[config.mk]
export PLATFORM = sky130hd
export DESIGN_NAME = tlc_config_space
export DESIGN_NICKNAME = d
export VERILOG_FILES = /design/src/include/tlc_pkg.sv /design/src/hdl/tlc_key_rom.sv /design/src/hdl/tlc_config_space.sv
export SDC_FILE = /design/constraint.sdc
export NUM_CORES = 1
export LEC_CHECK = 0
export ABC_AREA = 1
export BUFFER_PORTS_ARGS = -buffer_cell sky130_fd_sc_hd__buf_4
export CORE_ASPECT_RATIO = 0.8
export CORE_MARGIN = 5
export CORE_UTILIZATION = 51
export DETAILED_ROUTE_END_ITERATION = 10
export MAX_ROUTING_LAYER = met4
export PLACE_DENSITY_LB_ADDON = 0.3
export REMOVE_ABC_BUFFERS = 1
export SYNTH_ARGS = -nofsm -noshare
export SYNTH_HDL_FRONTEND = slang
export SYNTH_HIERARCHICAL = 1
export SYNTH_SLANG_ARGS = --single-unit
[constraint.sdc]
create_clock -name clk -period 12.1 [get_ports clk]
set_input_delay 0.605 -clock clk [delete_from_list [all_inputs] [get_ports clk]]
set_output_delay 0.605 -clock clk [all_outputs]
set_load 0.03 [all_outputs]
[src/include/tlc_pkg.sv]
// constants and carriers for the trusted launch configuration bank
`default_nettype none
package tlc_pkg;

  localparam int unsigned TLC_ADDR_W = 12;
  localparam int unsigned TLC_SLOTS  = 10;

  typedef enum logic [1:0] {
    TLC_SPACE_PUBLIC  = 2'h0,
    TLC_SPACE_PRIVATE = 2'h1,
    TLC_SPACE_TRUSTED = 2'h2
  } tlc_space_t;

  typedef struct packed {
    logic                  valid;
    logic                  write;
    tlc_space_t            space;
    logic [TLC_ADDR_W-1:0] addr;
    logic [7:0]            be;
    logic [63:0]           wdata;
  } tlc_req_t;

  typedef struct packed {
    logic        ack;
    logic [63:0] rdata;
  } tlc_rsp_t;

  // register offsets
  localparam logic [TLC_ADDR_W-1:0] TLC_OFS_CLOSE_PRIVATE = 12'h048;
  localparam logic [TLC_ADDR_W-1:0] TLC_OFS_IDENT         = 12'h110;
  localparam logic [TLC_ADDR_W-1:0] TLC_OFS_LOCK_BASE     = 12'h230;
  localparam logic [TLC_ADDR_W-1:0] TLC_OFS_UNLOCK_BASE   = 12'h238;
  localparam logic [TLC_ADDR_W-1:0] TLC_OFS_LAUNCH_BASE   = 12'h270;
  localparam logic [TLC_ADDR_W-1:0] TLC_OFS_LAUNCH_SIZE   = 12'h278;
  localparam logic [TLC_ADDR_W-1:0] TLC_OFS_JOIN_BASE     = 12'h290;
  localparam logic [TLC_ADDR_W-1:0] TLC_OFS_HEAP_BASE     = 12'h300;
  localparam logic [TLC_ADDR_W-1:0] TLC_OFS_HEAP_SIZE     = 12'h308;
  localparam logic [TLC_ADDR_W-1:0] TLC_OFS_MONSEG_BASE   = 12'h310;
  localparam logic [TLC_ADDR_W-1:0] TLC_OFS_MONSEG_SIZE   = 12'h318;
  localparam logic [TLC_ADDR_W-1:0] TLC_OFS_SCRATCH_LOCK  = 12'h320;
  localparam logic [TLC_ADDR_W-1:0] TLC_OFS_SCRATCH_FREE  = 12'h328;
  localparam logic [TLC_ADDR_W-1:0] TLC_OFS_OPEN_LOC1     = 12'h380;
  localparam logic [TLC_ADDR_W-1:0] TLC_OFS_CLOSE_LOC1    = 12'h388;
  localparam logic [TLC_ADDR_W-1:0] TLC_OFS_OPEN_LOC2     = 12'h390;
  localparam logic [TLC_ADDR_W-1:0] TLC_OFS_CLOSE_LOC2    = 12'h398;
  localparam logic [TLC_ADDR_W-1:0] TLC_OFS_KEY_HASH      = 12'h400;
  localparam logic [TLC_ADDR_W-1:0] TLC_OFS_KEY_HASH_END  = 12'h420;

  // identifier field layout
  localparam int unsigned TLC_ID_VENDOR_LSB = 0;
  localparam int unsigned TLC_ID_DEVICE_LSB = 16;
  localparam int unsigned TLC_ID_REV_LSB    = 32;
  localparam int unsigned TLC_ID_EXT_LSB    = 48;

  // lock classes of the storage slots
  localparam logic [1:0] TLC_LOCK_NONE   = 2'h0;
  localparam logic [1:0] TLC_LOCK_PUBLIC = 2'h1;
  localparam logic [1:0] TLC_LOCK_ALL    = 2'h2;

  // slot order: id ext, launch base, launch size, join, heap base, heap size,
  // monitor base, monitor size, lockable scratch, free scratch
  localparam logic [TLC_ADDR_W-1:0] TLC_SLOT_OFS [TLC_SLOTS] = '{
    TLC_OFS_IDENT, TLC_OFS_LAUNCH_BASE, TLC_OFS_LAUNCH_SIZE, TLC_OFS_JOIN_BASE,
    TLC_OFS_HEAP_BASE, TLC_OFS_HEAP_SIZE, TLC_OFS_MONSEG_BASE, TLC_OFS_MONSEG_SIZE,
    TLC_OFS_SCRATCH_LOCK, TLC_OFS_SCRATCH_FREE};

  localparam logic [63:0] TLC_SLOT_MASK [TLC_SLOTS] = '{
    64'hFFFF_0000_0000_0000, 64'h0000_00FF_FFFF_F000, 64'hFFFF_FFFF_FFFF_FFFF,
    64'h0000_00FF_FFFF_FFFF, 64'hFFFF_FFFF_FFFF_FFFF, 64'hFFFF_FFFF_FFFF_FFFF,
    64'hFFFF_FFFF_FFFF_FFFF, 64'hFFFF_FFFF_FFFF_FFFF, 64'hFFFF_FFFF_FFFF_FFFF,
    64'hFFFF_FFFF_FFFF_FFFF};

  localparam logic [1:0] TLC_SLOT_LOCK [TLC_SLOTS] = '{
    TLC_LOCK_PUBLIC, TLC_LOCK_NONE, TLC_LOCK_NONE, TLC_LOCK_NONE,
    TLC_LOCK_PUBLIC, TLC_LOCK_PUBLIC, TLC_LOCK_ALL, TLC_LOCK_ALL,
    TLC_LOCK_PUBLIC, TLC_LOCK_NONE};

  localparam logic [63:0] TLC_SLOT_RESET = 64'h0000_0000_0000_0000;

  localparam logic       TLC_FLAG_RESET = 1'b0;
  localparam int unsigned TLC_SLOT_IDENT = 0;

endpackage
`default_nettype wire

[src/hdl/tlc_key_rom.sv]
// read-only key hash store, five 64-bit words with registered read data
`timescale 1ns/1ps
`default_nettype none
module tlc_key_rom
  import tlc_pkg::*;
#(
  parameter logic [256:0] KEY_HASH = {1'b1, {16{16'hA5C3}}}
)
(
  input  wire logic        clk,
  input  wire logic [2:0]  word_sel,
  output var  logic [63:0] word_data
);

  logic [63:0] words [5];

  genvar w;
  generate
    for (w = 0; w < 4; w++)
    begin : g_word
      assign words[w] = KEY_HASH[w*64 +: 64];
    end
  endgenerate
  // top word carries only the single bit 256
  assign words[4] = {63'h0, KEY_HASH[256]};

  always_ff @(posedge clk)
  begin
    word_data <= (word_sel < 3'h5) ? words[word_sel] : 64'h0000_0000_0000_0000;
  end

endmodule
`default_nettype wire

[src/hdl/tlc_config_space.sv]
// trusted launch configuration register bank with lock and locality control
//
// How it works
// [RQ1] identifier reads fixed vendor, device and revision codes in low 48 bits.
// [RQ2] identifier extension writable; public writes ignored once base is locked.
// [RQ3] lock-base command write locks the lockable pointers and scratch.
// [RQ4] unlock-base command write releases lock; public writes allowed again.
// [RQ5] commands are write-only byte registers; data ignored, the write triggers.
// [RQ6] lock, unlock and locality commands act only from trusted space or open private space.
// [RQ7] launch-code base holds bits 39:12 only; other bits read zero.
// [RQ8] launch-memory size is a plain 64-bit mailbox, never interpreted.
// [RQ9] join-code base holds bits 39:0; upper bits read zero.
// [RQ10] heap base, heap size, first scratch: locked blocks public writes only.
// [RQ11] monitor segment base and size: locked blocks every write.
// [RQ12] second scratch pad is free read/write, lock has no effect.
// [RQ13] open and close locality 1 commands switch its trusted decode.
// [RQ14] locality 2 decodes trusted only while it and private space are open.
// [RQ15] opening private opens locality 2; closing private closes it.
// [RQ16] closed locality 2 range is never flagged as trusted.
// [RQ17] issuer sends locality 2 commands trusted or private while private is open.
// [RQ18] key hash at its offset is read-only; writes have no effect.
// [RQ19] pointer registers keep address bits above the 4G boundary.
// [RQ20] base-locked flag set by lock command, cleared by unlock or reset.
// [RQ21] close-private command stops ordinary private-space cycles reaching the bank.
// [RQ22] public writes to read-only or private-only registers change nothing.
// [RQ23] reset clears lock and all open states.
`timescale 1ns/1ps
`default_nettype none
module tlc_config_space
  import tlc_pkg::*;
#(
  parameter logic [15:0] VENDOR_CODE   = 16'h1234,  // arbitrary value
  parameter logic [15:0] DEVICE_CODE   = 16'h5678,  // arbitrary value
  parameter logic [15:0] REVISION_CODE = 16'h0001   // arbitrary value
)
(
  input  wire logic     clk,
  input  wire logic     reset,
  input  wire tlc_req_t req,
  output var  tlc_rsp_t rsp,
  input  wire logic     open_private,
  output var  logic     private_open,
  output var  logic     base_locked_flag,
  output var  logic     locality_one_open,
  output var  logic     locality_two_open,
  output var  logic     locality_two_trusted
);

  // storage and status
  logic [63:0] store [TLC_SLOTS];
  logic [63:0] rdata_reg;
  logic        ack_reg;
  logic        key_sel_reg;
  logic [63:0] key_word;

  // access qualification
  wire is_public  = (req.space == TLC_SPACE_PUBLIC);
  wire is_trusted = (req.space == TLC_SPACE_TRUSTED);
  // private cycles count only while private space is open
  wire privileged = is_trusted || ((req.space == TLC_SPACE_PRIVATE) && private_open); // see [RQ21]
  wire reachable  = is_public || privileged;
  wire wr_cycle   = req.valid && req.write && (req.be != 8'h00);
  wire rd_cycle   = req.valid && !req.write && reachable;
  wire cmd_wr     = wr_cycle && privileged; // see [RQ6] see [RQ5] see [RQ17]

  wire hit_lock        = (req.addr == TLC_OFS_LOCK_BASE);
  wire hit_unlock      = (req.addr == TLC_OFS_UNLOCK_BASE);
  wire hit_close_priv  = (req.addr == TLC_OFS_CLOSE_PRIVATE);
  wire hit_open_loc1   = (req.addr == TLC_OFS_OPEN_LOC1);
  wire hit_close_loc1  = (req.addr == TLC_OFS_CLOSE_LOC1);
  wire hit_open_loc2   = (req.addr == TLC_OFS_OPEN_LOC2);
  wire hit_close_loc2  = (req.addr == TLC_OFS_CLOSE_LOC2);
  wire hit_key         = (req.addr >= TLC_OFS_KEY_HASH) && (req.addr <= TLC_OFS_KEY_HASH_END);

  wire lock_cmd        = cmd_wr && hit_lock;        // see [RQ3]
  wire unlock_cmd      = cmd_wr && hit_unlock;      // see [RQ4]
  wire close_priv_cmd  = cmd_wr && hit_close_priv;  // see [RQ21]
  wire open_loc1_cmd   = cmd_wr && hit_open_loc1;   // see [RQ13]
  wire close_loc1_cmd  = cmd_wr && hit_close_loc1;  // see [RQ13]
  wire open_loc2_cmd   = cmd_wr && hit_open_loc2;
  wire close_loc2_cmd  = cmd_wr && hit_close_loc2;

  // byte enables widened to a bit mask
  logic [63:0] be_mask;
  genvar b;
  generate
    for (b = 0; b < 8; b++)
    begin : g_be
      assign be_mask[b*8 +: 8] = {8{req.be[b]}};
    end
  endgenerate

  // per-slot write qualification and storage
  logic [TLC_SLOTS-1:0] slot_hit;
  logic [TLC_SLOTS-1:0] slot_wr;
  logic [63:0]          next_store [TLC_SLOTS];

  genvar s;
  generate
    for (s = 0; s < TLC_SLOTS; s++)
    begin : g_slot
      wire lock_ok = (TLC_SLOT_LOCK[s] == TLC_LOCK_NONE) ||              // see [RQ12]
                     ((TLC_SLOT_LOCK[s] == TLC_LOCK_PUBLIC) &&
                      !(base_locked_flag && is_public)) ||              // see [RQ10] see [RQ2]
                     ((TLC_SLOT_LOCK[s] == TLC_LOCK_ALL) && !base_locked_flag); // see [RQ11]
      assign slot_hit[s] = (req.addr == TLC_SLOT_OFS[s]);
      assign slot_wr[s]  = wr_cycle && reachable && slot_hit[s] && lock_ok; // see [RQ22]
      // unimplemented bits are masked so they always read zero
      assign next_store[s] = ((store[s] & ~be_mask) | (req.wdata & be_mask))
                             & TLC_SLOT_MASK[s]; // see [RQ7] see [RQ9] see [RQ19] see [RQ8]

      always_ff @(posedge clk)
      begin
        if (reset)
          store[s] <= TLC_SLOT_RESET;
        else if (slot_wr[s])
          store[s] <= next_store[s];
      end
    end
  endgenerate

  // identifier composed of fixed codes and the stored extension
  wire [63:0] ident_word = {store[TLC_SLOT_IDENT][63:TLC_ID_EXT_LSB], REVISION_CODE,
                            DEVICE_CODE, VENDOR_CODE}; // see [RQ1]

  // read selection, commands and unmapped offsets read zero
  logic [63:0] next_rdata;
  always_comb
  begin
    next_rdata = 64'h0000_0000_0000_0000;
    for (int i = 0; i < TLC_SLOTS; i++)
    begin
      if (slot_hit[i])
        next_rdata = (i == TLC_SLOT_IDENT) ? ident_word : store[i];
    end
    if (!rd_cycle)
      next_rdata = 64'h0000_0000_0000_0000;
  end

  // key hash comes from its own store; no write path exists into it
  wire [2:0] key_index = 3'(req.addr[5:3]);
  tlc_key_rom u_key_rom (
    .clk       (clk),
    .word_sel  (key_index),
    .word_data (key_word)
  );

  always_ff @(posedge clk)
  begin
    if (reset)
    begin
      ack_reg     <= 1'b0;
      rdata_reg   <= 64'h0000_0000_0000_0000;
      key_sel_reg <= 1'b0;
    end
    else
    begin
      ack_reg     <= req.valid;
      rdata_reg   <= next_rdata;
      key_sel_reg <= rd_cycle && hit_key; // see [RQ18]
    end
  end

  assign rsp.ack   = ack_reg;
  assign rsp.rdata = key_sel_reg ? key_word : rdata_reg;

  // lock flag
  always_ff @(posedge clk)
  begin
    if (reset)
      base_locked_flag <= TLC_FLAG_RESET; // see [RQ23]
    else if (lock_cmd)
      base_locked_flag <= 1'b1; // see [RQ20] see [RQ3]
    else if (unlock_cmd)
      base_locked_flag <= 1'b0; // see [RQ4] see [RQ20]
  end

  // private space, opened by the launch logic, closed by command; open wins
  always_ff @(posedge clk)
  begin
    if (reset)
      private_open <= TLC_FLAG_RESET;
    else if (open_private)
      private_open <= 1'b1;
    else if (close_priv_cmd)
      private_open <= 1'b0; // see [RQ21]
  end

  always_ff @(posedge clk)
  begin
    if (reset)
      locality_one_open <= TLC_FLAG_RESET; // see [RQ23]
    else if (open_loc1_cmd)
      locality_one_open <= 1'b1; // see [RQ13]
    else if (close_loc1_cmd)
      locality_one_open <= 1'b0;
  end

  // locality 2 follows private space as well as its own commands
  always_ff @(posedge clk)
  begin
    if (reset)
      locality_two_open <= TLC_FLAG_RESET; // see [RQ23]
    else if (open_private || open_loc2_cmd)
      locality_two_open <= 1'b1; // see [RQ15]
    else if (close_priv_cmd || close_loc2_cmd)
      locality_two_open <= 1'b0; // see [RQ15]
  end

  // closed range falls back to normal decode outside this block
  assign locality_two_trusted = locality_two_open && private_open; // see [RQ14] see [RQ16]
endmodule
`default_nettype wire

# [Word-level counts from Yosys, hierarchy flattened]
# Memories as Yosys holds them, arrays and structs flattened. A register that Yosys moved wholly into a read port is not among the register bits.
# Index checks and enable logic that the tools add are counted.
# Widths: inputs -> output; s select.
[totals] mem_count=2 latch_bits=0 in_bits=91 elab_cells=175 out_inout_bits=70 reg_bits=70 romBits=512 ramBits=640
[memory_table] name="store" depth=10 width=64 read_ports=10 rd_ports_with_merged_regs=0 write_ports=10 line="tlc_config_space.sv:50" rtl="logic [63:0] store [TLC_SLOTS];"
[memory_table] name="(name not given)" depth=8 width=64 read_ports=1 rd_ports_with_merged_regs=1 write_ports=0 line="tlc_key_rom.sv:29" rtl="word_data <= (word_sel < 3'h5) ? words[word_sel] : 64'h0000_0000_0000_0000;"
[op_classes] n_eq_ne=19 n_mul=0 reduce_logical=49 bitwise_logic=34 div_mod_pow=0 n_mux=61 n_shift=0 add_sub_neg=0 magnitude_cmp=3
[op_table] op="$mux 64" n=21
[op_table] op="$and 64x64->64" n=9
[op_table] op="$or 64x64->64" n=8
[op_table] op="$eq 12x10->1 const B" n=15
[op_table] op="$and 40x40->40" n=2
[op_table] op="$or 40x40->40" n=2
[op_table] op="$not 64->64" n=1
[op_table] op="$mux 1" n=40
[op_table] op="$logic_and 1x1->1" n=34
[op_table] op="$eq 12x7->1 const B" n=1
[op_table] op="$eq 12x9->1 const B" n=1
[op_table] op="$ge 12x11->1 const B" n=1
[op_table] op="$le 12x11->1 const B" n=1
[op_table] op="$or 1x1->1" n=10
[op_table] op="$reduce_bool 2->1" n=4
[op_table] op="$reduce_bool 8->1" n=1
[op_table] op="$logic_not 1->1" n=4
[op_table] op="$logic_or 1x1->1" n=4
[op_table] op="$not 3->4" n=1
[op_table] op="$lt 3x3->1 const B" n=1
[op_table] op="$eq 2x1->1 const B" n=1
[op_table] op="$eq 2x2->1 const B" n=1
[op_table] op="$logic_not 2->1" n=1
[op_table] op="$reduce_or 2->1" n=1
[op_table] op="$not 1->1" n=1

# [Longest topological paths before layout]
[depth] ltp_word=11 ltp_mapped=16 mapped_depth_nobuf=15

# [Modules after synthesis]
# The synthesis kept the hierarchy.
[by_module_without_submodules] module="tlc_config_space" n_inst=1 cells_per_inst=3313 area_per_inst_um2=30286.5 seq_area_each_um2=17376.7
[by_module_without_submodules] module="tlc_key_rom" n_inst=1 cells_per_inst=67 area_per_inst_um2=518.0 seq_area_each_um2=40.0

# [Least setup slack after synthesis]
# No wires, ideal clock.
[synth_timing] kind="in2reg" start="input port req[73] (netlist bit)" end="memory store[4][0] (netlist: store[2][0]), enable pin" setup_time_ns=0.574 path_buffers=2 setup_slack_ns=5.525 t_required_ns=11.526 stages=7 t_arrival_ns=6.001 cell_sequence="nor2_1 > nand3_2 > nor2_2 > nand2_1 > buf_2 > buf_1 > o21ai_0"
[synth_rtl] element="start, declared" line="tlc_config_space.sv:39" rtl="input wire tlc_req_t req,"
[synth_rtl] element="end, declared" line="tlc_config_space.sv:50"

==> out/results.ini <==
[layout]
largest_reg_flops = 532
antenna_cells = 0
post-route-util = 0.570
areaGrowthSynthToFinish_pct = 10.5
nets = 3487
final_layout_size_suffix_gt1_frac = 0.170
nFillCells = 5245
seq_area_mm2 = 0.0174
multi_input_area_mm2 = 0.0112

[hold_path]
hp-class = primary input to flip-flop
holdPathEnd = u_key_rom/word_data[58]
hp-start = req[77]
hold_depth = 2

[synth]
synth_area_leaders = edfxtp_1 52%, a21oi_1 9.5%, nand2_1 7.4%, nor2_1 5.5%, dfxtp_1 4.7%
ys_ff_latch = 604
syn_area_mm2 = 0.0308
ys.flop_type = edfxtp_1
synth.top_cell.area_share = 0.519
ys_top_cells_by_count = 611 x nand2_1, 586 x a21oi_1, 532 x edfxtp_1
synth.most_common_cell = nand2_1
synthCells = 3380
syn_area_per_cell_um2 = 9.11
synthArstFlopShare = 0
yosys_warnings = 6
synth_seq_area_share = 0.565
synth_edf_count = 532
yosysTopAreaCell = edfxtp_1
yosysUniqueCellTypes = 39

[clocking]
post_cts_buffers = 0
cts_buffers = 60
cts_buffer_depth = 3
holdBufCountCts = 0
cts.repair.resized = 0
clk_latency_ns = 0.62
cts_tree = done
clkSinkCount = 604
path_clk_slew_ns = 0.06
htreeDepth = 2
ctsRootBufferMaster = clkbuf_16

[setup_path]
worstPathCellList = buf_4 -> inv_2 -> buf_4 -> nand4_1 -> nor2_1 -> nor3_2 -> nand2_2 -> nor2_4 -> nor2_4 -> inv_6 -> nand3_4 -> buf_4 -> nor2_1
reg2reg_slack_ns = 8.82
critPathSlowestCell = buf_4
reg2regPathDepth = 7
end_kind = flip-flop
r2r_start = private_open
crit_arrival_ns = 4.09
crit_top_cell = buf_4
critPathKind = primary input to flip-flop
cp_data_required_time_ns = 12.44
start_kind = primary input
timing.rr.end = store[4][16]
crit_fanout = 73
cp_slowest_stage_delay_ns = 0.85

[detailed_routing]
via_per_inst = 5.72
drtPass1Iterations = 6
routedWlPerCell_um = 20.2
vias = 24200
wl_um = 85200
detail-route-antenna-nets = 0
drt_iter0_drc = 2768
drc = 0

[run_status]
status = finished clean

[global_route]
track_usage = 0.260
antenna_found_initial = 0
grt_pass1_vias = 22900
grt_max_degree = 81
grt-ovfl-total = 0
grt_pass1_wl_um = 133000

[floorplanning]
rows = 80
ioPinCount = 161
initial_core_util = 0.515
core_area_mm2 = 0.0598
die_area_mm2 = 0.0654
die_w_um = 285
die-height_um = 230

[placed_design]
pre_cts_ws_ns = 7.84
io_buffers = 160
dpl.hpwl_um = 47800
routabilityCongestion = 0.844

[timing]
timing.final.crit_share = 0.310
drv_slew = 0
fmax_mhz = 267
tns_ns = 0
hold_viol_final = 0
setup_ws_ns = 8.35
finalCriticalPeriod_ns = 3.75
setup_viol_count_final = 0
tightest_slew_ns = 1.15
rsz0062_at_grt = false
hold_slack_ns = 0.206
skew_ns = 0.0120
relSlewSlack = 0.229

[power]
pwr_density_cell_mw_per_mm2 = 135
irDropWorstVdd_mv = 0.108
p_leak_nw = 13.8
finalPower_mw = 4.60

[run]
maxCapViolCount = 0

[routing by layer]
metal / wire (um) / track usage / vias up
li1: - / - / 11400
met1: 37900 / 0.371 / 11600
met2: 37000 / 0.389 / 1093
met3: 7840 / 0.0423 / 151
met4: 2440 / 0.0743 / 0
met5: 0 / - / -
[how the worst max path moves through the flow]
stage            start           end  slack (ns)  cells past startpoint
6_report       req[67]  store[2][48]        8.35                     13
5_1_grt        req[67]  store[2][46]        8.20                     13
4_1_cts        req[73]  store[3][10]        8.50                      9
3_5_place_dp   req[67]  store[2][47]        7.84                     13
3_3_place_gp   req[67]  store[4][16]        7.89                     11
2_1_floorplan  req[79]   store[4][0]        2.60                      7
[metrics by stage]
stage | cells | instance area, um2
2_1_floorplan | 3135 | 29400
3_3_place_gp | 4113 | 31900
3_5_place_dp | 4113 | 31900
4_1_cts | 4225 | 34000
5_1_grt | 4225 | 34000
6_report | 4225 | 34000
[where the power goes]
part	internal [mW]	switching [mW]	leakage [nW]	total, mW
Sequential	2.32	0.0358	6.07	2.36
Combinational	0.0681	0.181	6.69	0.249
Clock	1.16	0.831	1.03	1.99
Total	3.55	1.05	13.8	4.60
[critical path: cells and delay by family]
| family | cells | cell delay (ns) |
|---|---|---|
| simple gates | 8 | 1.65 |
| buf+inv | 5 | 1.75 |
[final cells by class]
class	instances	area share
timing repair buffer	199	0.0439
inverter	236	0.0262
sequential	604	0.512
clock buffer	75	0.0484
clock inverter	37	0.0132
multi-input combinational	2295	0.328
tap	779	0.0286
[layout by cell type, fill, tap and decap left out, types with 17 or more instances in the layout]
cell / count
a21oi_1: 586
dfxtp_1: 70
inv_1: 188
nor2_1: 454
o21bai_1: 17
clkinv_1: 40
nor2_2: 144
o21ai_0: 157
nand2_1: 604
clkbuf_16: 61
mux2_2: 64
nand4_1: 26
edfxtp_1: 532
buf_4: 199
or2_2: 30
conb_1: 32
nand3_1: 93
[cells by family (layout without fill, tap and decap cells)]
family,after synthesis,count (layout),synth area share
AO/OA/AOI/OAI,808,808,0.135
multiplexers,64,64,0.0234
AND/OR/NAND/NOR,1391,1391,0.196
buffers and inverters,512,547,0.0799
flip-flops,604,604,0.565
other,1,32,0.000122
Note: power is estimated with default switching activity, not from simulation.
